--- src/design/ccu_pkg.sv ---
// constants shared by the capture/compare unit
//
// Behaviour
// - capture loads timer count into value register
// - capture on fall, rise, 4th, 16th rise
// - mode field bits 3:0 select event
// - capture sets flag; software clears it
// - newer capture overwrites unread value
// - timer choice from second timer control bits
// - edges seen from pin level always
// - prescaler cleared when off or not capturing
// - prescaler kept across capture setting change
// - compare match does pin action and flag
// - match action: high, low, toggle, latch
// - zero control forces compare latch low
// - mode 1010 only flags, pin untouched
// - mode 1011 clears assigned timer pair
// - channel two trigger starts enabled converter
// - capture encodings 0100 to 0111
// - compare encodings 0010, 1000 to 1011
// - mode 0000 disables and resets channel
`default_nettype none

package ccu_pkg;

    // ************************************************************
    // register map (byte addresses)
    // ************************************************************
    localparam int AXI_ADDR_W = 6;
    localparam int AXI_DATA_W = 32;
    localparam logic [5:0] OFF_CH1_VALUE_LOW = 6'h00;
    localparam logic [5:0] OFF_CH1_VALUE_HIGH = 6'h04;
    localparam logic [5:0] OFF_CH1_CONTROL = 6'h08;
    localparam logic [5:0] OFF_CH2_VALUE_LOW = 6'h0C;
    localparam logic [5:0] OFF_CH2_VALUE_HIGH = 6'h10;
    localparam logic [5:0] OFF_CH2_CONTROL = 6'h14;
    localparam logic [5:0] OFF_SECOND_TIMER_CONTROL = 6'h18;
    localparam logic [5:0] OFF_FLAGS = 6'h1C;
    localparam logic [5:0] OFF_IRQ_ENABLE = 6'h20;

    // ************************************************************
    // field layout
    // ************************************************************
    localparam int CTRL_W = 6;
    localparam int MODE_MSB = 3;
    localparam int SEL_HIGH_BIT = 6;
    localparam int SEL_LOW_BIT = 3;
    localparam int CH1_BIT = 0;
    localparam int CH2_BIT = 1;
    localparam logic [5:0] CTRL_RESET = 6'h00;
    localparam logic [1:0] RESP_OKAY = 2'h0;
    localparam logic [1:0] RESP_SLVERR = 2'h2;

    // ************************************************************
    // mode field encodings
    // ************************************************************
    localparam logic [3:0] MODE_OFF = 4'h0;
    localparam logic [3:0] MODE_CMP_TOGGLE = 4'h2;
    localparam logic [3:0] MODE_CAP_FALL = 4'h4;
    localparam logic [3:0] MODE_CAP_RISE = 4'h5;
    localparam logic [3:0] MODE_CAP_RISE4 = 4'h6;
    localparam logic [3:0] MODE_CAP_RISE16 = 4'h7;
    localparam logic [3:0] MODE_CMP_SET_HIGH = 4'h8;
    localparam logic [3:0] MODE_CMP_SET_LOW = 4'h9;
    localparam logic [3:0] MODE_CMP_SOFT = 4'hA;
    localparam logic [3:0] MODE_CMP_SPECIAL = 4'hB;

    // ************************************************************
    // prescaler
    // ************************************************************
    localparam int PSC_W = 4;
    localparam logic [1:0] PSC_LAST4 = 2'h3;
    localparam logic [3:0] PSC_LAST16 = 4'hF;

endpackage

`default_nettype wire

--- src/design/ccu_chan.sv ---
// one capture/compare channel: pin sync, prescaler, value register, compare latch
`timescale 1ns/1ps
`default_nettype none

module ccu_chan #(
    parameter int VAL_W = 16
) (
    input wire logic i_clk,
    input wire logic i_rst,
    input wire logic i_pin,
    input wire logic i_port_latch,
    input wire logic [3:0] i_mode,
    input wire logic i_wr_low,
    input wire logic i_wr_high,
    input wire logic [7:0] i_wdata,
    input wire logic [VAL_W-1:0] i_timer,
    output logic [VAL_W-1:0] o_value,
    output logic o_flag_set,
    output logic o_special,
    output logic o_pin_out
);

    // ************************************************************
    // pin synchroniser and edges
    // ************************************************************
    logic pin_meta_q, pin_sync_q, pin_prev_q;
    logic rise, fall;
    assign rise = pin_sync_q & ~pin_prev_q;
    assign fall = ~pin_sync_q & pin_prev_q;

    always_ff @(posedge i_clk) begin
        pin_meta_q <= i_pin;
        pin_sync_q <= pin_meta_q;
        pin_prev_q <= pin_sync_q;
    end

    // ************************************************************
    // capture
    // ************************************************************
    logic is_cap, cap_evt;
    logic [ccu_pkg::PSC_W-1:0] psc_q, psc_d;
    assign is_cap = (i_mode == ccu_pkg::MODE_CAP_FALL) | (i_mode == ccu_pkg::MODE_CAP_RISE)
                  | (i_mode == ccu_pkg::MODE_CAP_RISE4) | (i_mode == ccu_pkg::MODE_CAP_RISE16);
    // prescaler survives a change between capture settings
    assign psc_d = !is_cap ? '0 : (rise ? psc_q + 1'b1 : psc_q);
    assign cap_evt = ((i_mode == ccu_pkg::MODE_CAP_FALL) & fall)
                   | ((i_mode == ccu_pkg::MODE_CAP_RISE) & rise)
                   | ((i_mode == ccu_pkg::MODE_CAP_RISE4) & rise & (psc_q[1:0] == ccu_pkg::PSC_LAST4))
                   | ((i_mode == ccu_pkg::MODE_CAP_RISE16) & rise & (psc_q == ccu_pkg::PSC_LAST16));

    // ************************************************************
    // compare
    // ************************************************************
    logic is_cmp, match, match_q, cmp_evt, drives_pin, mode_new;
    logic [3:0] mode_q;
    logic cmp_latch_q, cmp_latch_d;
    assign is_cmp = (i_mode == ccu_pkg::MODE_CMP_TOGGLE) | (i_mode == ccu_pkg::MODE_CMP_SET_HIGH)
                  | (i_mode == ccu_pkg::MODE_CMP_SET_LOW) | (i_mode == ccu_pkg::MODE_CMP_SOFT)
                  | (i_mode == ccu_pkg::MODE_CMP_SPECIAL);
    assign match = is_cmp & (o_value == i_timer);
    // only the first cycle of an equal run counts as a match
    assign cmp_evt = match & ~match_q;
    assign mode_new = (i_mode != mode_q);
    assign drives_pin = (i_mode == ccu_pkg::MODE_CMP_TOGGLE) | (i_mode == ccu_pkg::MODE_CMP_SET_HIGH)
                      | (i_mode == ccu_pkg::MODE_CMP_SET_LOW);
    assign cmp_latch_d =
        (i_mode == ccu_pkg::MODE_OFF) ? 1'b0 :
        (mode_new & (i_mode == ccu_pkg::MODE_CMP_SET_HIGH)) ? 1'b0 :
        (mode_new & (i_mode == ccu_pkg::MODE_CMP_SET_LOW)) ? 1'b1 :
        (cmp_evt & (i_mode == ccu_pkg::MODE_CMP_TOGGLE)) ? ~cmp_latch_q :
        (cmp_evt & (i_mode == ccu_pkg::MODE_CMP_SET_HIGH)) ? 1'b1 :
        (cmp_evt & (i_mode == ccu_pkg::MODE_CMP_SET_LOW)) ? 1'b0 : cmp_latch_q;

    assign o_flag_set = cap_evt | cmp_evt;
    assign o_special = cmp_evt & (i_mode == ccu_pkg::MODE_CMP_SPECIAL);

    always_ff @(posedge i_clk) begin
        if (i_rst) begin
            psc_q <= '0;
            match_q <= 1'b0;
            mode_q <= ccu_pkg::MODE_OFF;
            cmp_latch_q <= 1'b0;
            o_pin_out <= 1'b0;
        end else begin
            psc_q <= psc_d;
            match_q <= match;
            mode_q <= i_mode;
            cmp_latch_q <= cmp_latch_d;
            o_pin_out <= drives_pin ? cmp_latch_d : i_port_latch;
        end
    end

    // ************************************************************
    // value register; a capture beats a software write
    // ************************************************************
    always_ff @(posedge i_clk) begin
        if (i_rst) begin
            o_value <= '0;
        end else if (cap_evt) begin
            o_value <= i_timer;
        end else begin
            if (i_wr_low) begin
                o_value[7:0] <= i_wdata;
            end
            if (i_wr_high) begin
                o_value[VAL_W-1:8] <= i_wdata[VAL_W-9:0];
            end
        end
    end

endmodule

`default_nettype wire

--- src/design/ccu_top.sv ---
// capture/compare unit top: axi4-lite register file and two channels
`timescale 1ns/1ps
`default_nettype none

module ccu_top #(
    parameter int VAL_W = 16
) (
    input wire logic I_SYS_CLK,
    input wire logic I_RST,
    // axi4-lite slave
    input wire logic [ccu_pkg::AXI_ADDR_W-1:0] I_AXI_AWADDR,
    input wire logic I_AXI_AWVALID,
    output logic O_AXI_AWREADY,
    input wire logic [ccu_pkg::AXI_DATA_W-1:0] I_AXI_WDATA,
    input wire logic [3:0] I_AXI_WSTRB,
    input wire logic I_AXI_WVALID,
    output logic O_AXI_WREADY,
    output logic [1:0] O_AXI_BRESP,
    output logic O_AXI_BVALID,
    input wire logic I_AXI_BREADY,
    input wire logic [ccu_pkg::AXI_ADDR_W-1:0] I_AXI_ARADDR,
    input wire logic I_AXI_ARVALID,
    output logic O_AXI_ARREADY,
    output logic [ccu_pkg::AXI_DATA_W-1:0] O_AXI_RDATA,
    output logic [1:0] O_AXI_RRESP,
    output logic O_AXI_RVALID,
    input wire logic I_AXI_RREADY,
    // module pins
    input wire logic I_CH1_PIN,
    input wire logic I_CH1_PORT_LATCH,
    output logic O_CH1_PIN_OUT,
    input wire logic I_CH2_PIN,
    input wire logic I_CH2_PORT_LATCH,
    output logic O_CH2_PIN_OUT,
    // timer pairs
    input wire logic [VAL_W-1:0] I_FIRST_TIMER_COUNT,
    input wire logic [VAL_W-1:0] I_SECOND_TIMER_COUNT,
    output logic O_FIRST_TIMER_CLEAR,
    output logic O_SECOND_TIMER_CLEAR,
    // converter
    input wire logic I_ADC_ENABLED,
    output logic O_ADC_START,
    // interrupt requests
    output logic O_CH1_IRQ,
    output logic O_CH2_IRQ
);

    // ************************************************************
    // write channel
    // ************************************************************
    logic aw_have_q, w_have_q;
    logic [ccu_pkg::AXI_ADDR_W-1:0] aw_addr_q;
    logic [ccu_pkg::AXI_DATA_W-1:0] w_data_q;
    logic w_lane0_q;
    logic bvalid_q;
    logic [1:0] bresp_q;
    logic wr_fire;
    logic [5:0] wr_addr;
    logic wr_mapped;

    assign O_AXI_AWREADY = ~aw_have_q & ~bvalid_q;
    assign O_AXI_WREADY = ~w_have_q & ~bvalid_q;
    assign wr_fire = aw_have_q & w_have_q & ~bvalid_q;
    assign wr_addr = {aw_addr_q[5:2], 2'b00};
    assign O_AXI_BVALID = bvalid_q;
    assign O_AXI_BRESP = bresp_q;

    // ************************************************************
    // write decode
    // ************************************************************
    logic wr_en;
    logic wr_ch1_low, wr_ch1_high, wr_ch1_ctrl;
    logic wr_ch2_low, wr_ch2_high, wr_ch2_ctrl;
    logic wr_tsel, wr_flags, wr_ien;

    assign wr_en = wr_fire & w_lane0_q;
    assign wr_ch1_low = wr_en & (wr_addr == ccu_pkg::OFF_CH1_VALUE_LOW);
    assign wr_ch1_high = wr_en & (wr_addr == ccu_pkg::OFF_CH1_VALUE_HIGH);
    assign wr_ch1_ctrl = wr_en & (wr_addr == ccu_pkg::OFF_CH1_CONTROL);
    assign wr_ch2_low = wr_en & (wr_addr == ccu_pkg::OFF_CH2_VALUE_LOW);
    assign wr_ch2_high = wr_en & (wr_addr == ccu_pkg::OFF_CH2_VALUE_HIGH);
    assign wr_ch2_ctrl = wr_en & (wr_addr == ccu_pkg::OFF_CH2_CONTROL);
    assign wr_tsel = wr_en & (wr_addr == ccu_pkg::OFF_SECOND_TIMER_CONTROL);
    assign wr_flags = wr_en & (wr_addr == ccu_pkg::OFF_FLAGS);
    assign wr_ien = wr_en & (wr_addr == ccu_pkg::OFF_IRQ_ENABLE);
    assign wr_mapped = (wr_addr == ccu_pkg::OFF_CH1_VALUE_LOW) | (wr_addr == ccu_pkg::OFF_CH1_VALUE_HIGH)
                     | (wr_addr == ccu_pkg::OFF_CH1_CONTROL) | (wr_addr == ccu_pkg::OFF_CH2_VALUE_LOW)
                     | (wr_addr == ccu_pkg::OFF_CH2_VALUE_HIGH) | (wr_addr == ccu_pkg::OFF_CH2_CONTROL)
                     | (wr_addr == ccu_pkg::OFF_SECOND_TIMER_CONTROL) | (wr_addr == ccu_pkg::OFF_FLAGS)
                     | (wr_addr == ccu_pkg::OFF_IRQ_ENABLE);

    always_ff @(posedge I_SYS_CLK) begin
        if (I_RST) begin
            aw_have_q <= 1'b0;
            aw_addr_q <= '0;
        end else if (O_AXI_AWREADY & I_AXI_AWVALID) begin
            aw_have_q <= 1'b1;
            aw_addr_q <= I_AXI_AWADDR;
        end else if (wr_fire) begin
            aw_have_q <= 1'b0;
        end
    end

    always_ff @(posedge I_SYS_CLK) begin
        if (I_RST) begin
            w_have_q <= 1'b0;
            w_data_q <= '0;
            w_lane0_q <= 1'b0;
        end else if (O_AXI_WREADY & I_AXI_WVALID) begin
            w_have_q <= 1'b1;
            w_data_q <= I_AXI_WDATA;
            w_lane0_q <= I_AXI_WSTRB[0];
        end else if (wr_fire) begin
            w_have_q <= 1'b0;
        end
    end

    always_ff @(posedge I_SYS_CLK) begin
        if (I_RST) begin
            bvalid_q <= 1'b0;
            bresp_q <= ccu_pkg::RESP_OKAY;
        end else if (wr_fire) begin
            bvalid_q <= 1'b1;
            bresp_q <= wr_mapped ? ccu_pkg::RESP_OKAY : ccu_pkg::RESP_SLVERR;
        end else if (I_AXI_BREADY) begin
            bvalid_q <= 1'b0;
        end
    end

    // ************************************************************
    // control registers
    // ************************************************************
    logic [ccu_pkg::CTRL_W-1:0] ctrl1_q, ctrl2_q;
    logic sel_high_q, sel_low_q;
    logic [1:0] flag_q, flag_set, ien_q;
    logic [3:0] mode1, mode2;

    assign mode1 = ctrl1_q[ccu_pkg::MODE_MSB:0];
    assign mode2 = ctrl2_q[ccu_pkg::MODE_MSB:0];

    always_ff @(posedge I_SYS_CLK) begin
        if (I_RST) begin
            ctrl1_q <= ccu_pkg::CTRL_RESET;
            ctrl2_q <= ccu_pkg::CTRL_RESET;
            sel_high_q <= 1'b0;
            sel_low_q <= 1'b0;
            ien_q <= '0;
        end else begin
            if (wr_ch1_ctrl) begin
                ctrl1_q <= w_data_q[ccu_pkg::CTRL_W-1:0];
            end
            if (wr_ch2_ctrl) begin
                ctrl2_q <= w_data_q[ccu_pkg::CTRL_W-1:0];
            end
            if (wr_tsel) begin
                sel_high_q <= w_data_q[ccu_pkg::SEL_HIGH_BIT];
                sel_low_q <= w_data_q[ccu_pkg::SEL_LOW_BIT];
            end
            if (wr_ien) begin
                ien_q <= w_data_q[1:0];
            end
        end
    end

    // flags are write-one-to-clear; a same-cycle set wins
    always_ff @(posedge I_SYS_CLK) begin
        if (I_RST) begin
            flag_q <= '0;
        end else begin
            flag_q <= (flag_q & ~(wr_flags ? w_data_q[1:0] : 2'b00)) | flag_set;
        end
    end

    assign O_CH1_IRQ = flag_q[ccu_pkg::CH1_BIT] & ien_q[ccu_pkg::CH1_BIT];
    assign O_CH2_IRQ = flag_q[ccu_pkg::CH2_BIT] & ien_q[ccu_pkg::CH2_BIT];

    // ************************************************************
    // timer assignment
    // ************************************************************
    logic ch1_on_second, ch2_on_second;
    logic [VAL_W-1:0] timer1, timer2;

    assign ch1_on_second = sel_high_q;
    assign ch2_on_second = sel_high_q | sel_low_q;
    assign timer1 = ch1_on_second ? I_SECOND_TIMER_COUNT : I_FIRST_TIMER_COUNT;
    assign timer2 = ch2_on_second ? I_SECOND_TIMER_COUNT : I_FIRST_TIMER_COUNT;

    // ************************************************************
    // channels
    // ************************************************************
    logic [VAL_W-1:0] value1, value2;
    logic special1, special2;

    ccu_chan #(
        .VAL_W(VAL_W)
    ) u_ch1 (
        .i_clk(I_SYS_CLK),
        .i_rst(I_RST),
        .i_pin(I_CH1_PIN),
        .i_port_latch(I_CH1_PORT_LATCH),
        .i_mode(mode1),
        .i_wr_low(wr_ch1_low),
        .i_wr_high(wr_ch1_high),
        .i_wdata(w_data_q[7:0]),
        .i_timer(timer1),
        .o_value(value1),
        .o_flag_set(flag_set[ccu_pkg::CH1_BIT]),
        .o_special(special1),
        .o_pin_out(O_CH1_PIN_OUT)
    );

    ccu_chan #(
        .VAL_W(VAL_W)
    ) u_ch2 (
        .i_clk(I_SYS_CLK),
        .i_rst(I_RST),
        .i_pin(I_CH2_PIN),
        .i_port_latch(I_CH2_PORT_LATCH),
        .i_mode(mode2),
        .i_wr_low(wr_ch2_low),
        .i_wr_high(wr_ch2_high),
        .i_wdata(w_data_q[7:0]),
        .i_timer(timer2),
        .o_value(value2),
        .o_flag_set(flag_set[ccu_pkg::CH2_BIT]),
        .o_special(special2),
        .o_pin_out(O_CH2_PIN_OUT)
    );

    // ************************************************************
    // special event trigger outputs
    // ************************************************************
    always_ff @(posedge I_SYS_CLK) begin
        if (I_RST) begin
            O_FIRST_TIMER_CLEAR <= 1'b0;
            O_SECOND_TIMER_CLEAR <= 1'b0;
            O_ADC_START <= 1'b0;
        end else begin
            O_FIRST_TIMER_CLEAR <= (special1 & ~ch1_on_second) | (special2 & ~ch2_on_second);
            O_SECOND_TIMER_CLEAR <= (special1 & ch1_on_second) | (special2 & ch2_on_second);
            O_ADC_START <= special2 & I_ADC_ENABLED;
        end
    end

    // ************************************************************
    // read channel
    // ************************************************************
    logic rvalid_q;
    logic [ccu_pkg::AXI_DATA_W-1:0] rdata_q;
    logic [1:0] rresp_q;
    logic rd_take;
    logic [5:0] rd_addr;
    logic [7:0] rd_byte;
    logic rd_mapped;

    assign O_AXI_ARREADY = ~rvalid_q;
    assign rd_take = I_AXI_ARVALID & ~rvalid_q;
    assign rd_addr = {I_AXI_ARADDR[5:2], 2'b00};
    assign O_AXI_RVALID = rvalid_q;
    assign O_AXI_RDATA = rdata_q;
    assign O_AXI_RRESP = rresp_q;

    assign rd_byte =
        (rd_addr == ccu_pkg::OFF_CH1_VALUE_LOW) ? value1[7:0] :
        (rd_addr == ccu_pkg::OFF_CH1_VALUE_HIGH) ? value1[VAL_W-1:8] :
        (rd_addr == ccu_pkg::OFF_CH1_CONTROL) ? {2'b00, ctrl1_q} :
        (rd_addr == ccu_pkg::OFF_CH2_VALUE_LOW) ? value2[7:0] :
        (rd_addr == ccu_pkg::OFF_CH2_VALUE_HIGH) ? value2[VAL_W-1:8] :
        (rd_addr == ccu_pkg::OFF_CH2_CONTROL) ? {2'b00, ctrl2_q} :
        (rd_addr == ccu_pkg::OFF_SECOND_TIMER_CONTROL) ? {1'b0, sel_high_q, 2'b00, sel_low_q, 3'b000} :
        (rd_addr == ccu_pkg::OFF_FLAGS) ? {6'h00, flag_q} :
        (rd_addr == ccu_pkg::OFF_IRQ_ENABLE) ? {6'h00, ien_q} : 8'h00;
    assign rd_mapped = (rd_addr == ccu_pkg::OFF_CH1_VALUE_LOW) | (rd_addr == ccu_pkg::OFF_CH1_VALUE_HIGH)
                     | (rd_addr == ccu_pkg::OFF_CH1_CONTROL) | (rd_addr == ccu_pkg::OFF_CH2_VALUE_LOW)
                     | (rd_addr == ccu_pkg::OFF_CH2_VALUE_HIGH) | (rd_addr == ccu_pkg::OFF_CH2_CONTROL)
                     | (rd_addr == ccu_pkg::OFF_SECOND_TIMER_CONTROL) | (rd_addr == ccu_pkg::OFF_FLAGS)
                     | (rd_addr == ccu_pkg::OFF_IRQ_ENABLE);

    always_ff @(posedge I_SYS_CLK) begin
        if (I_RST) begin
            rvalid_q <= 1'b0;
            rdata_q <= '0;
            rresp_q <= ccu_pkg::RESP_OKAY;
        end else if (rd_take) begin
            rvalid_q <= 1'b1;
            rdata_q <= {24'h00_0000, rd_byte};
            rresp_q <= rd_mapped ? ccu_pkg::RESP_OKAY : ccu_pkg::RESP_SLVERR;
        end else if (I_AXI_RREADY) begin
            rvalid_q <= 1'b0;
        end
    end

endmodule

`default_nettype wire

--- config.mk ---
export PLATFORM = sky130hd
export DESIGN_NAME = ccu_top
export DESIGN_NICKNAME = d
export VERILOG_FILES = /design/src/design/ccu_pkg.sv /design/src/design/ccu_chan.sv /design/src/design/ccu_top.sv
export SDC_FILE = /design/constraint.sdc
export NUM_CORES = 1
export LEC_CHECK = 0
export BUFFER_PORTS_ARGS = -buffer_cell sky130_fd_sc_hd__clkbuf_2
export CAP_MARGIN = 25
export CORE_UTILIZATION = 59
export DETAILED_ROUTE_END_ITERATION = 12
export HOLD_SLACK_MARGIN = 0.05
export PLACE_DENSITY = 0.85
export SLEW_MARGIN = 20
export SYNTH_ARGS = -nofsm -noshare
export SYNTH_HDL_FRONTEND = slang
export SYNTH_HIERARCHICAL = 1
export SYNTH_SLANG_ARGS = --single-unit
--- constraint.sdc ---
create_clock -name I_SYS_CLK -period 6 [get_ports I_SYS_CLK]
set_input_delay 1.2 -clock I_SYS_CLK [delete_from_list [all_inputs] [get_ports I_SYS_CLK]]
set_output_delay 1.2 -clock I_SYS_CLK [all_outputs]
set_load 0.1 [all_outputs]
======== Word level (Yosys, flattened, before mapping) ========
Index checks and enable logic that the tools add are counted.
word-level totals
  bits in registers ....................... 112
  input port bits ......................... 92
  output and inout port bits .............. 48
  word-level logic and storage cells ...... 254
cells by class
  add/subtract/negate cells ............... 2
  equality and inequality tests ........... 42
  multiplexer cells ....................... 41
  bitwise gates (word level) .............. 116
  reduce and logical (&&, ||, !) cells .... 14
operators with widths
  operator                                                                number
  8-bit two-way mux                                                       9
  4-bit by 3-bit equality test with 1-bit output (second input constant)  16
  16-bit two-way mux                                                      4
  1-bit AND                                                               56
  4-bit equality test (second input constant)                             12
  1-bit bitwise OR                                                        41
  16-bit equality test                                                    2
  4-bit by 2-bit equality test with 1-bit output (second input constant)  6
  1-bit two-way mux                                                       21
  1-bit NOT                                                               16
  2-bit nonzero test                                                      8
  7-bit two-way mux                                                       2
  6-bit zero test                                                         2
  2-bit two-way mux                                                       5
  4-bit by 1-bit adder with 4-bit output (second input constant)          2
  4-bit by 1-bit equality test with 1-bit output (second input constant)  2
  4-bit zero test                                                         2
  4-bit != test                                                           2
  2-bit equality test (second input constant)                             2
  2-bit OR reduction                                                      2
  2-bit AND                                                               1
  2-bit NOT                                                               1
  2-bit bitwise OR                                                        1

======== Depth between registers and ports, before layout ========
Gate-level depths: netlist of run 1.
  word-level depth ........................ 15
  gate-level depth with buffers ........... 10
  depth with buffers taken out ............ 9

======== Cells and area by module ========
Netlist of run 1, hierarchy kept.
modules (own cells, without submodules)
  module    times used  cells an instance  area an instance (um2)  seq. area each (um2)
  ccu_chan  2           164                1532.7                  600.6
  ccu_top   1           364                3017.9                  960.9

======== Least setup slack after synthesis of run 1 ========
No wires, ideal clock.
  kind .................................... register to output
  start point ............................. register bvalid_q (netlist: O_AXI_BVALID)
  end point ............................... output port O_AXI_WREADY
  data arrival time ....................... 2.148 ns
  required time ........................... 4.800 ns
  setup slack ............................. 2.652 ns
  stages on the path, launching flop included .. 2
  buffers on the path ..................... 0
  path through ............................ dfxtp_1 -> nor2_1
on the way
  longest elaborated chain between the ends .. 2
RTL lines
  item                      line            text
  start: declaration        ccu_top.sv:55   logic bvalid_q;
  start signal: assignment  ccu_top.sv:120  bvalid_q <= 1'b0;
  start signal: assignment  ccu_top.sv:123  bvalid_q <= 1'b1;
  start signal: assignment  ccu_top.sv:126  bvalid_q <= 1'b0;
  1-bit NOT                 ccu_top.sv:62   assign O_AXI_WREADY = ~w_have_q & ~bvalid_q;
  1-bit AND                 ccu_top.sv:62
  end: declaration          ccu_top.sv:17   output logic O_AXI_WREADY,
Every way passes these cells.

======== Final worst setup path of run 1 ========
  start point ............................. register sel_high_q (netlist: ch1_on_second)
  end point ............................... register O_SECOND_TIMER_CLEAR
on the way
  longest elaborated chain between the ends .. 8
  elaborated cells between the ends (all ways) .. 14
  those cells by class .................... 2 x eq/ne; 2 x mux; 10 x bitwise
RTL lines
  item                      line            text
  start: declaration        ccu_top.sv:134  logic sel_high_q, sel_low_q;
  start signal: assignment  ccu_top.sv:156  sel_high_q <= w_data_q[ccu_pkg::SEL_HIGH_BIT];
  1-bit bitwise OR          ccu_top.sv:184  assign ch2_on_second = sel_high_q | sel_low_q;
  16-bit two-way mux        ccu_top.sv:186  assign timer2 = ch2_on_second ? I_SECOND_TIMER_COUNT : I_FIRST_TIMER_COUNT;
  named net timer2[10]      ccu_top.sv:181  logic [VAL_W-1:0] timer1, timer2;
  16-bit equality test      ccu_chan.sv:60  assign match = is_cmp & (o_value == i_timer);
  1-bit AND                 ccu_chan.sv:60
  1-bit AND                 ccu_chan.sv:62  assign cmp_evt = match & ~match_q;
  1-bit AND                 ccu_chan.sv:75  assign o_special = cmp_evt & (i_mode == ccu_pkg::MODE_CMP_SPECIAL);
  named net special2        ccu_top.sv:192  logic special1, special2;
  1-bit AND                 ccu_top.sv:240  O_SECOND_TIMER_CLEAR <= (special1 & ch1_on_second) | (special2 & ch2_on_second);
  1-bit bitwise OR          ccu_top.sv:240
  end signal: assignment    ccu_top.sv:240
  end: declaration          ccu_top.sv:39   output logic O_SECOND_TIMER_CLEAR,
The timed path passes the listed nets, and every way through them passes these cells.
A chain may end at the register's enable or synchronous reset.

==> flow_summary.yaml, run 1 <==
synthesis:
  synth-seq-cells: 108
  ys_top_cells_by_area: "dfxtp_1 36%, mux2i_1 9.2%, mux2_2 6.3%"
  syn_area_per_cell_um2: 8.79
  netlist_area_um2: 6080
  synth.distinct_cells: 61
  yosysMostFrequentCell: "dfxtp_1"
  synth_edf_count: 0
  yosysTopAreaCellShare_pct: 35.5
  yosys.area.top_type: "dfxtp_1"
  ys_seq_area_share_pct: 35.5
  async_flop_share_pct: 0
  synth_common_cells: "108 x dfxtp_1, 91 x nor2_1, 56 x mux2i_1"
  synth_cells: 692
  synth_top_flop_cell: "dfxtp_1"
  synth_warnings: 6
floorplanning:
  core_um2: 9860
  rows: 36
  die_h_um: 104
  dieWidth_um: 104
  fp.dieArea_um2: 10700
  start_util_pct: 61.7
  ioPinCount: 140
global_routing:
  track_usage_pct: 29.8
  grt_pass1_wl_mm: 25.2
  gr-total-overflow: 0
  antenna_found_initial: 0
  grt_max_degree: 71
  grt_pass1_vias: 5055
detailed_routing:
  viasPerCell: 5.93
  totalWireLength_mm: 15.9
  drc_errors: 0
  drt_iter0_markers: 425
  ant_nets: 0
  dr.pass1.iters: 5
  num_vias: 5249
  avgRoutedWirePerCell_um: 17.9
cts:
  ctsHtreeMaxLevel: 3
  cts_hold_buf: 0
  postCtsSetupBuffers: 0
  clk_pin_slew_ns: 0.09
  insertion_delay_ns: 0.38
  cts_sinks: 108
  clock_path_buffers: 2
  cts_inserted_buffers: 9
  cts_tree: "built"
  cts.repair.resized: 0
  clock-root-buffer: "clkbuf_8"
critical_path:
  path_class: "register to register"
  regToRegEndpoint: "O_SECOND_TIMER_CLEAR"
  startpoint: "ch1_on_second"
  r2r-start: "ch1_on_second"
  crit_fanout: 21
  r2r_cells: 9
  arrival_ns: 4.21
  start_kind: "register"
  r2r_setup_slack_ns: 2.09
  crit_required_ns: 6.30
  endpoint_kind: "register"
timing:
  tns_ns: 0
  min_period_over_period_pct: 65.1
  finalClockSkew_ns: 0.0116
  max_clock_freq_mhz: 256
  final_hold_viol_count: 0
  worstMarginPinSlew_ns: 1.12
  slew_violations: 0
  setup_viol: 0
  max_slew_margin_pct: 24.9
  period_minus_slack_ns: 3.91
  grt_setup_unrepaired: "no"
placement:
  gp_congestion: 0.899
  portBuffers: 82
  dp_hpwl_mm: 11.6
worst_hold_path:
  hp-class: "register to register"
  holdPathEnd: "u_ch1/pin_sync_q"
  hold_depth: 0
  hp-start: "u_ch1/pin_meta_q"
flow_run:
  cap_violations: 0
layout:
  layout.nets: 842
  area_growth_pct: 7.38
  drive_above_1_share_pct: 19.8
  finish.utilization_pct: 66.2
  n_antenna_cell: 0
  fill_cells: 800
power_and_ir_drop:
  p_total_uw: 1390
  powerDensity_nw_per_um2: 213
  ir_worst_vdd_v: 0.000195
  p_leak_uw: 0.00264
status:
  status: "complete, no violations"
cells by family (layout without fill, tap and decap cells):
group | count (synthesis) | after routing | synth area share [%]
flops | 108 | 108 | 35.5
compound gates | 133 | 133 | 14.7
other cells | 1 | 26 | 0.0616
buf+inv | 92 | 127 | 8.72
xor+xnor | 46 | 46 | 6.62
simple gates | 220 | 220 | 18.4
mux | 90 | 90 | 15.5
fa+ha+maj | 2 | 2 | 0.411
placed cells by master (no fill, tap or decap), drive strengths merged, types with 3 or more instances in the layout:
cell / instances
a211oi: 35
clkbuf: 92
xnor2: 4
nor3: 11
o21ai: 19
buf: 7
a22oi: 4
o211ai: 3
a21oi: 35
nor2b: 16
nor4: 14
nand3: 6
clkinv: 3
nor2: 92
nand2: 36
inv: 24
dfxtp: 108
o2111ai: 3
xor2: 42
nor4b: 6
mux2: 34
o31ai: 3
a31oi: 3
o31a: 4
o21a: 5
and2: 6
or3: 3
mux2i: 56
nand3b: 5
o22ai: 4
nand2b: 7
nand4: 6
conb: 26
worst max-delay path: stages, from the launching register on:
cell and delay, ns:
dfxtp_1 0.63, nor2_2 0.77, mux2_2 0.44, xor2_1 0.16, nor4_1 0.49, o211ai_1 0.20, or2_2 0.35, nor4b_2 0.48
o21ai_0 0.14, a21oi_1 0.16
metrics by stage:
stage	hold slack (ns)	cell area [µm²]	std cells	setup slack, ns
detailed placement	0.318	6360	870	2.16
finish	0.336	6530	885	2.09
floorplan	0.310	6180	717	2.65
global route	0.351	6530	885	1.80
CTS	0.341	6530	885	2.14
global placement	0.314	6360	870	2.33
report_power, final:
part | total [µW] | internal, µW | switching [µW]
Clock | 400 | 160 | 240
Sequential | 751 | 729 | 21.7
Combinational | 242 | 55.5 | 187
worst max-delay path by stage:
stage	to	slack (ns)	cells after the start
3_5_place_dp	O_FIRST_TIMER_CLEAR	2.16	9
6_report	O_SECOND_TIMER_CLEAR	2.09	9
3_3_place_gp	O_SECOND_TIMER_CLEAR	2.33	9
5_1_grt	O_SECOND_TIMER_CLEAR	1.80	9
4_1_cts	O_FIRST_TIMER_CLEAR	2.14	9
2_1_floorplan	O_AXI_WREADY	2.65	1
state kept, by name (all words and copies together) (netlist names), 6 cells and up:
signal	count
u_ch1/o_value	16
u_ch2/o_value	16
O_AXI_RDATA	8
w_data_q	8
ctrl1_q	6
ctrl2_q	6
routing by layer:
layer	global-route usage (%)	wire length, µm
met5	0	0
met4	12.9	689
met3	8.62	1240
met2	51.8	7720
met1	33.8	6200
cell type report:
cell class	count	area, µm²	share of cell area (%)
Clock inverter	4	26.3	0.402
Multi-Input combinational cell	517	3490	53.4
Timing Repair Buffer	88	455	6.97
Clock buffer	11	141	2.16
Sequential cell	108	2160	33.1
Tap cell	133	166	2.55
Inverter	24	90.1	1.38
Note: power is estimated with default switching activity, not from simulation.
==> run 2, diff against run 1 <==
--- a/config.mk
+++ b/config.mk
@@ -5,12 +5,13 @@
 export SDC_FILE = /design/constraint.sdc
 export NUM_CORES = 1
 export LEC_CHECK = 0
+export ABC_AREA = 1
 export BUFFER_PORTS_ARGS = -buffer_cell sky130_fd_sc_hd__clkbuf_2
 export CAP_MARGIN = 25
-export CORE_UTILIZATION = 59
+export CORE_UTILIZATION = 55
 export DETAILED_ROUTE_END_ITERATION = 12
 export HOLD_SLACK_MARGIN = 0.05
-export PLACE_DENSITY = 0.85
+export PLACE_DENSITY = 0.8
 export SLEW_MARGIN = 20
 export SYNTH_ARGS = -nofsm -noshare
 export SYNTH_HDL_FRONTEND = slang
==> constraint.sdc (replaced) <==
create_clock -name I_SYS_CLK -period 4.1 [get_ports I_SYS_CLK]
set_input_delay 0.82 -clock I_SYS_CLK [delete_from_list [all_inputs] [get_ports I_SYS_CLK]]
set_output_delay 0.82 -clock I_SYS_CLK [all_outputs]
set_load 0.1 [all_outputs]
==> flow_summary.yaml, run 2 <==
timing:
  tns_ns: 0
  slew_violations: 0
  max_slew_margin_pct: 50.4
  hold-worst-slack_ns: 0.329
  period_minus_slack_ns: 3.25
  grt_setup_unrepaired: "no"
  setup_viol: 0
  final_hold_viol_count: 0
  max_clock_freq_mhz: 307
  min_period_over_period_pct: 79.4
  worstMarginPinSlew_ns: 0.744
  finalClockSkew_ns: 0.0109
cts:
  cts_hold_buf: 0
  cts_tree: "built"
  clock-root-buffer: "clkbuf_16"
  cts.repair.resized: 0
  clk_pin_slew_ns: 0.08
  clock_path_buffers: 2
  ctsHtreeMaxLevel: 3
  cts_sinks: 108
  postCtsSetupBuffers: 0
  cts_inserted_buffers: 9
  insertion_delay_ns: 0.36
floorplanning:
  rows: 38
  fp.dieArea_um2: 11800
  die_h_um: 109
  core_um2: 10900
  start_util_pct: 57.1
  dieWidth_um: 109
  ioPinCount: 140
layout:
  most-common-layout-cells: "245 x nand2_1, 151 x inv_1, 108 x dfxtp_1"
  top_regs: "u_ch1/o_value x16, u_ch2/o_value x16"
  layout.nets: 1103
  fill_cells: 1074
  drive_above_1_share_pct: 15.3
  area_growth_pct: 10.7
  fin_cells: 1154
  final_common_cell: "nand2_1"
  n_antenna_cell: 0
  finish.utilization_pct: 63.2
  multi_input_area_um2: 3210
  seq_area_um2: 2160
critical_path:
  crit_required_ns: 4.33
  arrival_ns: 3.48
  path_common_cell: "nand2_1"
  path_cells: "nor2_1 > inv_1 > o21ai_0 > nand2_1 > nand2_1 > nand2_1 > nor2_1 > nand3_1 > nor2_2 > nand2_1 > nor4_1 > buf_4 > nand2_1 > o21ai_0"
  path_class: "register to register"
  crit_fanout: 29
  cpLargestDelayFamily: "simple AND/OR/NAND/NOR gates"
  critical-path-slowest-cell: "o21ai_0"
  endpoint_kind: "register"
  crit_buf_inv: 2
  slowest_delay_ns: 0.63
  start_kind: "register"
  r2r_setup_slack_ns: 0.85
synthesis:
  syn_area_per_cell_um2: 6.68
  synth-seq-cells: 108
  yosysMostFrequentCell: "nand2_1"
  netlist_area_um2: 6250
  synth_compound_area_share_pct: 17.8
  synth.distinct_cells: 47
  synth_warnings: 6
  synth_cells: 935
  synth_top_flop_cell: "dfxtp_1"
  ys_seq_area_share_pct: 34.6
  ys_top_cells_by_area: "dfxtp_1 35%, nand2_1 15%, inv_1 9.1%"
  synth-xor-area-share_pct: 3.36
  yosysTopAreaCellShare_pct: 34.6
  synth_common_cells: "245 x nand2_1, 151 x inv_1, 108 x dfxtp_1"
  synthAdderAreaFrac_pct: 0.401
  async_flop_share_pct: 0
  synth.mux.area_fraction_pct: 0
  yosys.area.top_type: "dfxtp_1"
  synth_edf_count: 0
  synth-simple-area-share_pct: 28.2
  synth_top_family_by_area: "simple AND/OR/NAND/NOR gates"
placement:
  gp_congestion: 0.949
  dp_hpwl_mm: 12.4
  dp_cells: 1137
  portBuffers: 82
global_routing:
  antenna_found_initial: 0
  track_usage_pct: 29.4
  grt_pass1_wl_mm: 26.3
  grt_pass1_vias: 5452
  grt_max_degree: 39
  gr-total-overflow: 0
power_and_ir_drop:
  p_int_uw: 1590
  ir_worst_vdd_v: 0.000277
  pwr-share-seq_pct: 47.1
  p_comb_share_pct: 16.1
  p_sw_share_pct: 32.3
  switchingPower_uw: 756
  powerDensity_nw_per_um2: 339
  p_leak_uw: 0.00321
  power_frac_clock_pct: 36.9
worst_hold_path:
  hp-class: "register to register"
detailed_routing:
  viasPerCell: 5.31
  dr.pass1.iters: 5
  avgRoutedWirePerCell_um: 14.4
  drc_errors: 0
  drt_iter0_markers: 444
  ant_nets: 0
  totalWireLength_mm: 16.6
  num_vias: 6130
flow_run:
  cap_violations: 0
status:
  status: "complete, no violations"
-- run 2: metal layers --
layer	GRT usage, %	vias up	part of all wire, %
li1	-	3055	-
met1	37.7	2763	41
met2	48.1	263	47
met3	5.30	49	8.4
met4	12.5	0	3.2
met5	0	-	0
-- run 2: cell families after synthesis --
kind of cell             after synthesis
adder cells (fa/ha/maj)                2
XOR/XNOR                              24
other                                  1
AND/OR/NAND/NOR                      394
flip-flops                           108
buffers and inverters                207
AO/OA/AOI/OAI                        199
-- run 2: path summary, 6_finish.rpt --
| check | start | endpoint | depth (start not counted) |
|---|---|---|---|
| worst max-delay path | sel_low_q | O_FIRST_TIMER_CLEAR | 14 |
| worst max register to register | sel_low_q | O_FIRST_TIMER_CLEAR | 14 |
| worst min-delay path | u_ch2/pin_meta_q | u_ch2/pin_sync_q | 0 |
| worst min register to register | u_ch2/pin_meta_q | u_ch2/pin_sync_q | 0 |
-- run 2: final cells by class --
type                            instances  share of cell area (%)
Clock inverter                          6                   0.760
Multi-Input combinational cell        645                    46.4
Timing Repair Buffer                   87                    6.77
Sequential cell                       108                    31.3
Clock buffer                           10                    3.46
Inverter                              158                    8.80
Tap cell                              140                    2.53
-- run 2: per-stage QoR --
stage	setup WS, ns	cell area [µm²]	power, µW
after floorplan	0.992	6340	1420
after global placement	0.926	6590	1490
after detailed placement	0.924	6590	1490
after CTS	0.897	6890	2350
after global routing	0.453	6910	2430
final	0.845	6910	2340
-- run 2: power by group through the flow --
stage	combinational [µW]	sequential, µW	clock [µW]
after floorplan	268	1160	0
after global placement	365	1130	0
after detailed placement	369	1130	0
after CTS	370	1100	876
after global routing	401	1100	923
final	376	1100	863
==> run 3, diff against run 2 <==
==> constraint.sdc (replaced) <==
create_clock -name I_SYS_CLK -period 3.3 [get_ports I_SYS_CLK]
set_input_delay 0.66 -clock I_SYS_CLK [delete_from_list [all_inputs] [get_ports I_SYS_CLK]]
set_output_delay 0.66 -clock I_SYS_CLK [all_outputs]
set_load 0.1 [all_outputs]
==> flow_summary.yaml, run 3 (synthesized netlist as in run 2, its figures left out) <==
status:
  status: "complete, no violations"
cts:
  postCtsSetupBuffers: 0
  clk_pin_slew_ns: 0.07
  ctsHtreeMaxLevel: 3
  cts_inserted_buffers: 9
  cts_tree: "built"
  clock_path_buffers: 2
  cts.repair.resized: 0
  clock-root-buffer: "clkbuf_16"
  cts_hold_buf: 0
  insertion_delay_ns: 0.35
  cts_sinks: 108
layout:
  area_growth_pct: 10.7
  most-common-layout-cells: "245 x nand2_1, 151 x inv_1, 108 x dfxtp_1"
  top_regs: "u_ch1/o_value x16, u_ch2/o_value x16"
  drive_above_1_share_pct: 15.3
  layout.nets: 1105
  postLayoutCellArea_um2: 6920
  fin_cells: 1155
  final_common_cell: "nand2_1"
  n_antenna_cell: 0
critical_path:
  crit_required_ns: 3.57
  r2r_setup_slack_ns: 0.44
  critical-path-slowest-cell: "o21ai_0"
  r2r-start: "sel_low_q"
  endpoint_kind: "register"
  regToRegEndpoint: "O_SECOND_TIMER_CLEAR"
  r2r_cells: 14
  crit_buf_inv: 2
  crit_fanout: 29
  start_kind: "register"
  startpoint: "sel_low_q"
  cpLargestDelayFamily: "simple AND/OR/NAND/NOR gates"
  path_cells: "nor2_1 > inv_1 > o21ai_0 > nand2_1 > nand2_1 > nand2_1 > nor2_1 > nand3_1 > nor2_2 > nand2_1 > nor4_1 > buf_4 > nand2_1 > o21ai_0"
  path_common_cell: "nand2_1"
  slowest_delay_ns: 0.63
  path_class: "register to register"
  arrival_ns: 3.13
timing:
  min_period_over_period_pct: 86.6
  period_minus_slack_ns: 2.86
  final_hold_viol_count: 0
  tns_ns: 0
  grt_setup_unrepaired: "no"
  max_clock_freq_mhz: 350
  setup_viol: 0
  worstMarginPinSlew_ns: 0.752
  max_slew_margin_pct: 49.7
  slew_violations: 0
  finalClockSkew_ns: 0.00475
placement:
  gp_congestion: 0.918
  dp_cells: 1140
  place_area_um2: 6620
  dp_hpwl_mm: 12.5
  portBuffers: 82
global_routing:
  track_usage_pct: 28.9
  gr-total-overflow: 0
  grt_pass1_vias: 5224
  grt_max_degree: 39
  antenna_found_initial: 0
  grt_pass1_wl_mm: 25.8
power_and_ir_drop:
  p_total_uw: 2930
  powerDensity_nw_per_um2: 423
  p_leak_uw: 0.00322
  ir_worst_vdd_v: 0.000328
floorplanning:
  start_util_pct: 57.1
  core_um2: 10900
  ioPinCount: 140
  dieWidth_um: 109
  fp.dieArea_um2: 11800
  rows: 38
  die_h_um: 109
flow_run:
  cap_violations: 0
detailed_routing:
  drt_iter0_markers: 518
  viasPerCell: 5.24
  num_vias: 6053
  drc_errors: 0
  avgRoutedWirePerCell_um: 14.2
  totalWireLength_mm: 16.4
  ant_nets: 0
  dr.pass1.iters: 5
worst_hold_path:
  holdPathEnd: "u_ch2/pin_sync_q"
  hold_depth: 0
  hp-class: "register to register"
  hp-start: "u_ch2/pin_meta_q"
[run 3: per-stage QoR]
stage | hold slack (ns) | utilization, % | worst slack [ns]
after floorplan | 0.310 | - | 0.192
after global placement | 0.312 | 60.5 | 0.613
after detailed placement | 0.316 | 60.5 | 0.496
after CTS | 0.334 | 63.2 | 0.483
after global routing | 0.338 | 63.2 | 0.209
final | 0.330 | 63.2 | 0.441
[run 3: power by group]
group | switching (µW) | total [µW] | leakage [µW] | internal [µW]
Combinational | 372 | 459 | 0.00220 | 87.3
Sequential | 37.4 | 1370 | 0.000877 | 1330
Clock | 484 | 1100 | 0.000144 | 614
[run 3: worst max-delay path by stage]
| stage | to | cells after the start |
|---|---|---|
| floorplan | w_data_q[6] | 5 |
| global placement | O_FIRST_TIMER_CLEAR | 14 |
| detailed placement | O_SECOND_TIMER_CLEAR | 14 |
| CTS | O_SECOND_TIMER_CLEAR | 14 |
| global route | O_SECOND_TIMER_CLEAR | 14 |
| finish | O_SECOND_TIMER_CLEAR | 14 |
[run 3: layout make-up]
class,count,area [µm²]
Fill cell,1077,4020
Clock inverter,4,57.6
Clock buffer,11,243
Tap cell,140,175
Sequential cell,108,2160
Inverter,158,608
Multi-Input combinational cell,645,3210
Timing Repair Buffer,89,463
[run 3: worst register-to-register path, cell delays in order (launching register included)]
cell and delay, ns:
dfxtp_1 0.31, nor2_1 0.13, inv_1 0.33, o21ai_0 0.64, nand2_1 0.12, nand2_1 0.09, nand2_1 0.05, nor2_1 0.12
nand3_1 0.16, nor2_2 0.16, nand2_1 0.09, nor4_1 0.18, buf_4 0.17, nand2_1 0.05, o21ai_0 0.19
[run 3: layer usage]
layer	vias up	global-route usage (%)	part of all wire (%)
met2	221	46.9	47
met3	28	5.12	7.6
li1	3071	-	-
met4	0	9.27	2.0
met5	-	0	0
met1	2733	38.9	43
